File: config.mk
export PLATFORM = sky130hd
export DESIGN_NAME = fwp_host
export DESIGN_NICKNAME = d
export VERILOG_FILES = /design/src/rtl/fwp_pkg.sv /design/src/rtl/fwp_host.sv
export SDC_FILE = /design/constraint.sdc
export NUM_CORES = 1
export LEC_CHECK = 0
export BUFFER_PORTS_ARGS = -buffer_cell sky130_fd_sc_hd__buf_2
export CORE_UTILIZATION = 47
export DETAILED_ROUTE_END_ITERATION = 10
export GPL_ROUTABILITY_DRIVEN = 0
export PLACE_DENSITY = 0.75
export SKIP_CTS_REPAIR_TIMING = 1
export SYNTH_ARGS = -nofsm -noshare
export SYNTH_HDL_FRONTEND = slang
export SYNTH_SLANG_ARGS = --single-unit
File: constraint.sdc
create_clock -name CLOCK_I -period 1.9 [get_ports CLOCK_I]
set_input_delay 0.285 -clock CLOCK_I [delete_from_list [all_inputs] [get_ports CLOCK_I]]
set_output_delay 0.285 -clock CLOCK_I [all_outputs]
set_load 0.02 [all_outputs]
File: src/rtl/fwp_pkg.sv
package fwp_pkg;

  // ----------------------------------------------------------------
  // Widths and pin positions
  // ----------------------------------------------------------------
  localparam int ADDR_W     = 18;
  localparam int DATA_W     = 8;
  localparam int CNT_W      = 9;
  localparam int ADDR_BIT_0 = 0;
  localparam int ADDR_BIT_1 = 1;
  localparam int ADDR_BIT_6 = 6;
  localparam int DATA_BIT_0 = 0;

  typedef logic [CNT_W-1:0] fwp_cnt_t;

  // ----------------------------------------------------------------
  // Timing
  // ----------------------------------------------------------------
  localparam int T_CLK_PS       = 5000;
  localparam int T_WP_NS        = 35;
  localparam int T_WPH_NS       = 30;
  localparam int T_WPP_NS       = 100;
  localparam int T_ACC_NS       = 90;
  localparam int T_HV_SETTLE_NS = 1000;
  localparam int PS_PER_NS      = 1000;

  // Least times round up to whole cycles
  function automatic fwp_cnt_t fwp_cyc(input int t_ns);
    int c;
    c = (t_ns * PS_PER_NS + T_CLK_PS - 1) / T_CLK_PS;
    if (c < 1) c = 1;
    return fwp_cnt_t'(c);
  endfunction : fwp_cyc

  localparam fwp_cnt_t WP_CYC    = fwp_cyc(T_WP_NS);
  localparam fwp_cnt_t WPH_CYC   = fwp_cyc(T_WPH_NS);
  localparam fwp_cnt_t WPP_CYC   = fwp_cyc(T_WPP_NS);
  localparam fwp_cnt_t ACC_CYC   = fwp_cyc(T_ACC_NS);
  localparam fwp_cnt_t HV_CYC    = fwp_cyc(T_HV_SETTLE_NS);
  localparam fwp_cnt_t CNT_ONE   = 9'h001;

  // ----------------------------------------------------------------
  // Types
  // ----------------------------------------------------------------
  typedef enum logic [2:0] {
    OP_READ,
    OP_WRITE,
    OP_PROTECT,
    OP_VERIFY,
    OP_UNPROTECT
  } fwp_op_t;

  typedef enum logic [1:0] {
    ST_IDLE,
    ST_SETUP,
    ST_STROBE,
    ST_RECOVER
  } fwp_state_t;

  typedef struct packed {
    fwp_op_t                op;
    logic [ADDR_W-1:0]      addr;
    logic [DATA_W-1:0]      wdata;
  } fwp_req_t;

  typedef struct packed {
    logic                   ce_n;
    logic                   oe_n;
    logic                   we_n;
    logic                   oe_hv;
    logic                   addr9_hv;
    logic                   reset_hv;
    logic [ADDR_W-1:0]      addr;
    logic [DATA_W-1:0]      dq_o;
    logic                   dq_oe;
  } fwp_pins_t;

  typedef struct packed {
    fwp_state_t             state;
    fwp_op_t                op;
    fwp_cnt_t               cnt;
    fwp_pins_t              pins;
    logic [DATA_W-1:0]      rdata;
    logic                   rsp_valid;
  } fwp_ctx_t;

  localparam fwp_pins_t PINS_IDLE = '{ce_n: 1'b1, oe_n: 1'b1, we_n: 1'b1, oe_hv: 1'b0, addr9_hv: 1'b0,
                                      reset_hv: 1'b0, addr: '0, dq_o: '0, dq_oe: 1'b0};
  localparam fwp_ctx_t  CTX_RESET = '{state: ST_IDLE, op: OP_READ, cnt: '0, pins: PINS_IDLE,
                                      rdata: '0, rsp_valid: 1'b0};

endpackage : fwp_pkg

File: src/rtl/fwp_host.sv
`timescale 1ns/1ps
// Operation
// - Write starts only with chip select and write strobe low, output enable high.
// - Reset pin at high voltage gives temporary unprotect; host holds it throughout.
// - To protect a sector, host holds high voltage on address bit 9 and output enable.
// - Chip unprotect: high voltage on output enable and addr_bit_9, select low, addr_bit_6 high.
// - Host should protect all sectors before starting chip unprotect; OP_UNPROTECT does not, and leaves that to the caller.
module fwp_host (
  input  wire logic                        CLOCK_I,
  input  wire logic                        RST_I,
  input  wire logic                        REQ_VALID_I,
  input  wire fwp_pkg::fwp_req_t           REQ_I,
  output logic                             REQ_READY_O,
  output logic                             RSP_VALID_O,
  output logic [fwp_pkg::DATA_W-1:0]       RSP_DATA_O,
  output logic                             RSP_PROTECTED_O,
  input  wire logic                        TEMP_UNPROTECT_I,
  output logic                             FLASH_CE_N_O,
  output logic                             FLASH_OE_N_O,
  output logic                             FLASH_WE_N_O,
  output logic                             FLASH_OE_HV_O,
  output logic                             FLASH_ADDR9_HV_O,
  output logic                             FLASH_RESET_HV_O,
  output logic [fwp_pkg::ADDR_W-1:0]       FLASH_ADDR_O,
  input  wire logic [fwp_pkg::DATA_W-1:0]  FLASH_DQ_I,
  output logic [fwp_pkg::DATA_W-1:0]       FLASH_DQ_O,
  output logic                             FLASH_DQ_OE_O
);
  import fwp_pkg::*;

  // ----------------------------------------------------------------
  // State
  // ----------------------------------------------------------------
  fwp_ctx_t r_reg;
  fwp_ctx_t r_next;

  function automatic logic is_read_op(input fwp_op_t op);
    return (op == OP_READ) || (op == OP_VERIFY);
  endfunction : is_read_op

  function automatic logic is_hv_pulse_op(input fwp_op_t op);
    return (op == OP_PROTECT) || (op == OP_UNPROTECT);
  endfunction : is_hv_pulse_op

  always_comb begin
    r_next               = r_reg;
    r_next.rsp_valid     = 1'b0;
    r_next.pins.reset_hv = TEMP_UNPROTECT_I;
    unique case (r_reg.state)
      ST_IDLE: begin
        if (REQ_VALID_I) begin
          r_next.op         = REQ_I.op;
          r_next.pins.addr  = REQ_I.addr;
          r_next.pins.dq_o  = REQ_I.wdata;
          r_next.pins.ce_n  = 1'b0;
          r_next.cnt        = CNT_ONE;
          r_next.state      = ST_SETUP;
          case (REQ_I.op)
            OP_WRITE: begin
              r_next.pins.dq_oe = 1'b1;
            end
            OP_PROTECT: begin
              r_next.pins.addr9_hv         = 1'b1;
              r_next.pins.oe_hv            = 1'b1;
              r_next.pins.addr[ADDR_BIT_6] = 1'b0;
              r_next.cnt                   = HV_CYC;
            end
            OP_VERIFY: begin
              r_next.pins.addr9_hv         = 1'b1;
              r_next.pins.addr[ADDR_BIT_1] = 1'b1;
              r_next.pins.addr[ADDR_BIT_0] = 1'b0;
              r_next.pins.addr[ADDR_BIT_6] = 1'b0;
              r_next.cnt                   = HV_CYC;
            end
            OP_UNPROTECT: begin
              // Caller is expected to have protected every sector first
              r_next.pins.addr9_hv         = 1'b1;
              r_next.pins.oe_hv            = 1'b1;
              r_next.pins.addr[ADDR_BIT_6] = 1'b1;
              r_next.cnt                   = HV_CYC;
            end
            default: begin
              r_next.op = OP_READ;
            end
          endcase
        end
      end
      ST_SETUP: begin
        // High voltage settles before any strobe moves
        if (r_reg.cnt == CNT_ONE) begin
          r_next.state = ST_STROBE;
          if (is_read_op(r_reg.op)) begin
            r_next.pins.oe_n = 1'b0;
            r_next.cnt       = ACC_CYC;
          end else begin
            r_next.pins.we_n = 1'b0;
            r_next.cnt       = is_hv_pulse_op(r_reg.op) ? WPP_CYC : WP_CYC;
          end
        end else begin
          r_next.cnt = r_reg.cnt - CNT_ONE;
        end
      end
      ST_STROBE: begin
        if (r_reg.cnt == CNT_ONE) begin
          r_next.pins.we_n = 1'b1;
          r_next.pins.oe_n = 1'b1;
          r_next.rsp_valid = 1'b1;
          if (is_read_op(r_reg.op)) begin
            r_next.rdata = FLASH_DQ_I;
          end
          r_next.cnt   = WPH_CYC;
          r_next.state = ST_RECOVER;
        end else begin
          r_next.cnt = r_reg.cnt - CNT_ONE;
        end
      end
      ST_RECOVER: begin
        // HV is held until after the strobe has risen
        r_next.pins.ce_n  = 1'b1;
        r_next.pins.dq_oe = 1'b0;
        r_next.pins.addr9_hv = 1'b0;
        r_next.pins.oe_hv = 1'b0;
        if (r_reg.cnt == CNT_ONE) begin
          r_next.state = ST_IDLE;
        end else begin
          r_next.cnt = r_reg.cnt - CNT_ONE;
        end
      end
    endcase
  end

  always_ff @(posedge CLOCK_I) begin
    if (RST_I) begin
      r_reg <= CTX_RESET;
    end else begin
      r_reg <= r_next;
    end
  end

  // ----------------------------------------------------------------
  // Outputs
  // ----------------------------------------------------------------
  assign REQ_READY_O      = (r_reg.state == ST_IDLE);
  assign RSP_VALID_O      = r_reg.rsp_valid;
  assign RSP_DATA_O       = r_reg.rdata;
  assign RSP_PROTECTED_O  = r_reg.rdata[DATA_BIT_0];
  assign FLASH_CE_N_O     = r_reg.pins.ce_n;
  assign FLASH_OE_N_O     = r_reg.pins.oe_n;
  assign FLASH_WE_N_O     = r_reg.pins.we_n;
  assign FLASH_OE_HV_O    = r_reg.pins.oe_hv;
  assign FLASH_ADDR9_HV_O = r_reg.pins.addr9_hv;
  assign FLASH_RESET_HV_O = r_reg.pins.reset_hv;
  assign FLASH_ADDR_O     = r_reg.pins.addr;
  assign FLASH_DQ_O       = r_reg.pins.dq_o;
  assign FLASH_DQ_OE_O    = r_reg.pins.dq_oe;
endmodule : fwp_host

# == Word-level counts from Yosys, hierarchy flattened ==
# Cells that the tools add are included.
# classes
multipliers,0
n_eq_ne,21
n_reduce_logical,21
shifts,0
n_bitwise,1
addsub,1
n_mux,28
div,0
n_lt_le_gt_ge,0
# op_table
operator,n
one-hot mux 9 bit (4 select lines),1
2-to-1 mux 9 bit,3
inequality test 2 bit (second input constant),9
2-to-1 mux 15 bit,1
equality test 3 x 2 -> 1 bit (second input constant),4
2-to-1 mux 2 bit,6
AND reduction 3 bit,4
AND reduction 4 bit,3
2-to-1 mux 5 bit,2
equality test 9 x 1 -> 1 bit (second input constant),1
subtractor 9 x 1 -> 9 bit (second input constant),1
2-to-1 mux 8 bit,1
one-hot mux 2 bit (2 select lines),2
one-hot mux 2 bit (4 select lines),1
2-to-1 mux 1 bit,7
equality test 3 bit (second input constant),2
one-hot mux 1 bit (2 select lines),3
AND reduction 2 bit,3
OR reduction 2 bit,3
equality test 2 bit (second input constant),2
nonzero test 2 bit,2
OR reduction 4 bit,1
equality test 3 x 1 -> 1 bit (second input constant),1
zero test 3 bit,1
7 further kinds,8
# word_totals
n_memories,0
output_inout_bits,44
romBits,0
elab_cells,86
ff_bits,56
mem_bits_rw,0
in_bits,41
latchBits,0

# == Longest topological paths before layout ==
# depth
word_depth,6
mapped_depth,8
depth_no_buf,6

# == Worst setup path after synthesis ==
# OpenSTA, ideal clock, no wires.
# synth_path
path_kind,register -> register
from,reg r_reg[42] (netlist bit)
to,reg r_reg (netlist bit RSP_DATA_O[0])
stages_incl_launch_ff,8
n_path_buf,2
path_slack_ps,-114
t_required_ps,1770
synth_period_minus_slack_ps,2014
arrival_ps,1884
setup_time_ps,130
path_cell_list,dfxtp_1 -> ha_1 -> or4b_1 -> buf_2 -> or4_1 -> buf_2 -> o21ai_1 -> a21oi_1
# synth_via
elab_chain_len,2
# synth_rtl
item,line,source
start: declaration,fwp_host.sv:34,fwp_ctx_t r_reg;
start signal: assignment,fwp_host.sv:136,r_reg <= r_next;
equality test 9 x 1 -> 1 bit,fwp_host.sv:104,if (r_reg.cnt == CNT_ONE) begin
AND reduction 3 bit (no line),--,
# Every way passes these cells.
# A chain may end at the register's enable or synchronous reset.

# == Worst setup path after layout ==
# layout_path
from,reg r_reg[43] (netlist bit)
to,reg r_reg (netlist bit RSP_DATA_O[0])
# The elaborated chain is that of the path after synthesis.

==> metrics.md <==
| Metric | Value |
|---|---|
| Final setup violation count | 10 |
| Worst-path clk slew | 0.09 ns |
| Placed Area | 3310 sq um |
| Crit Reg-Reg Endpoint | RSP_DATA_O[0]$_SDFFE_PP0P_ |
| Largest net degree at the start of global routing | 24 |
| Fin area | 3470 sq um |
| Post-DP HPWL | between 4000 and 5000 um |
| Clk_lat worst skew | between 0.3 and 0.4 ns |
| Total power draw | ~4800 uW |
| Row count | 28 |
| Initial Util | 0.486 |
| VDD IR max | 0.573 mV |
| Slew HR | 0.675 |
| Most frequent cell after synthesis | nand2_1 |
| Syn nets | approximately 400 |
| CTS root buffer | clkbuf_8 |
| CP Max Fanout | 8 |
| First-pass detailed-route iteration total | 7 |
| Clk_skew | between 0.006 and 0.007 ns |
| Die width | about 80 um |
| CP Class | flip-flop to flip-flop |
| Final Max Tran Viols | 0 |
| Clk sinks | 56 |
| Dpl ws | -0.000911 ns |
| Unique masters post-synth | between 40 and 50 |
| Multi-input gate area | approximately 1400 sq um |
| RSZ-0062 raised after global routing | yes |
| Worst hold-check path type | input port to flip-flop |
| Tcrit/Tclk final | 1.01 |
| Violated checks | design-rule violations, negative setup slack |
| Diode count | 0 |
| CP arrival | roughly 2.1 ns |
| Total Routing Usage GR | 0.203 |
| DRC | 2 |
| Critical Path RT | about 2.1 ns |
| Placed Cells | around 500 |
| Nets | about 480 |
| Number of flops mapped to enable cells by yosys | 0 |
| Fillers | ~550 |
| Sequential Area | 1120 sq um |
| Final std cells w/o fill | a little over 500 |
| ANT nets after route | 0 |
| Reg2reg start | r_reg[43]$_SDFFE_PP0P_ |
| Startpoint class of the critical path | flip-flop |
| Avg Synthesized Cell Area | a little under 8 sq um |
| Crit path time final | roughly 1.9 ns |
| Post-synth top cells | nand2_1, dfxtp_1, a21oi_1 |
| DR WL/cell | between 10 and 15 um |
| Via density | 5.21 |
| Max-Cap Viols | 0 |
| Initial antenna violation count | 0 |
| Die area | 6400 sq um |
| Layout area overhead | 21.3% |
| Initial DRC count | 106 |
| Core area | a little under 6000 sq um |
| Total congestion overflow | 0 |
| CTS Buffer Depth | 2 |
| Lkg Pwr | between 0.0015 and 0.002 uW |
| Crit path capture type | flip-flop |
| Yosys warning count | 0 |
| Final hold vios | 0 |
| Post-synth top area share | 0.392 |
| CTS tree | yes |
| Worst-Margin Slew | around 0.49 ns |
| First-pass GRT wire length | 10100 um |
| Via count | around 2700 |
| Seq/Total Area, Yosys | 0.392 |
| F_max | between 500 and 600 MHz |
| Number of global-route vias before repair | roughly 2300 |
| Detailed-route wire length | 6630 um |
| H-tree lvl count | 2 |
| Total CTS buffers | 5 |
| Main synth FF type | dfxtp_1 |
| Synth area leader | dfxtp_1 |
| R2R Setup Slk | -0.03 ns |
| Outcome | complete, but fails checks |
| Mapped Area | 2860 sq um |
| Gate count of the mapped netlist | between 300 and 400 |
| Fraction of final layout cells sized beyond drive strength 1 | 0.349 |
| Die H | about 80 um |
| Number of flip-flops in the largest register | 18 |
| CP startpoint | r_reg[43]$_SDFFE_PP0P_ |
| Top cells by area, synth | dfxtp_1, buf_4, nand2_1 |
| Setup WS post-layout | -0.0268 ns |
| Fin util | 0.589 |
| I/O Pins | between 80 and 90 |
| Worst R2R Path Depth | 6 |
| Yosys reg bits | between 50 and 60 |
| Pwr dens | 1380 nW/um^2 |
| Async SR Flop Fraction | 0 |
| PortBufs | between 80 and 90 |
| CP Capture Point | RSP_DATA_O[0]$_SDFFE_PP0P_ |
-- logic make-up (layout without fill, tap and decap cells) --
logic type,count (synthesis),after routing,synth area share
xor gates and xnor gates,4,4,0.0123
AOI/OAI and AO/OA,102,102,0.218
and+or+nand+nor,123,123,0.205
DFF,56,56,0.392
muxes,1,1,0.00350
adders and majority gates,6,6,0.0262
buffers and inverters,68,144,0.143
-- layout by cell type, fill, tap and decap left out, drive strengths merged, types with 6 or more instances in the layout --
cell type	n
nor2	16
nor3	6
nand3	13
a31oi	9
a21oi	47
clkbuf	6
a211oi	10
ha	6
nand2	64
buf	124
dfxtp	56
o21ai	17
inv	13
-- power breakdown --
part	internal (uW)	switching, uW
Combinational	1100	1500
Sequential	1380	118
Clock	299	384
Total	2780	2000
-- through the flow --
step	setup TNS (ns)	hold WS [ns]
finish	-0.152	0.177
global route	-0.959	0.179
CTS	-0.119	0.172
detailed placement	-0.00111	0.443
global placement	0	0.436
floorplan	-0.633	0.413
-- per-layer routing --
layer  global-route usage  vias up  part of all wire
met5                    0        -                 0
met4               0.0696        0             0.013
met3               0.0469        9             0.060
met2                0.344       79              0.47
met1                0.250     1216              0.46
li1                     -     1358                 -
-- cell type report --
type	count	share of cell area
Multi-Input combinational cell	236	0.397
Sequential cell	56	0.324
Timing Repair Buffer	124	0.211
Tap cell	75	0.0270
Clock buffer	6	0.0238
Inverter	12	0.0130
Clock inverter	2	0.00397
-- how the worst min path moves through the flow --
| stage | slack, ns | cells after the start | start | endpoint |
|---|---|---|---|---|
| after global placement | 0.44 | 2 | FLASH_ADDR_O[0]$_SDFFE_PP0P_ | FLASH_ADDR_O[0]$_SDFFE_PP0P_ |
| after CTS | 0.17 | 2 | TEMP_UNPROTECT_I | FLASH_RESET_HV_O$_SDFF_PP0_ |
| after floorplan | 0.41 | 1 | TEMP_UNPROTECT_I | FLASH_RESET_HV_O$_SDFF_PP0_ |
| final | 0.18 | 2 | TEMP_UNPROTECT_I | FLASH_RESET_HV_O$_SDFF_PP0_ |
| after global routing | 0.18 | 2 | TEMP_UNPROTECT_I | FLASH_RESET_HV_O$_SDFF_PP0_ |
| after detailed placement | 0.44 | 2 | FLASH_ADDR_O[14]$_SDFFE_PP0P_ | FLASH_ADDR_O[14]$_SDFFE_PP0P_ |
-- critical path: stages (launching register included) --
cell and delay (ns):
dfxtp_2 0.33, inv_2 0.07, ha_4 0.12, or4b_4 0.48, or4_4 0.61, o21ai_1 0.15, a21oi_1 0.07
Power figures use the tool's default switching activity.
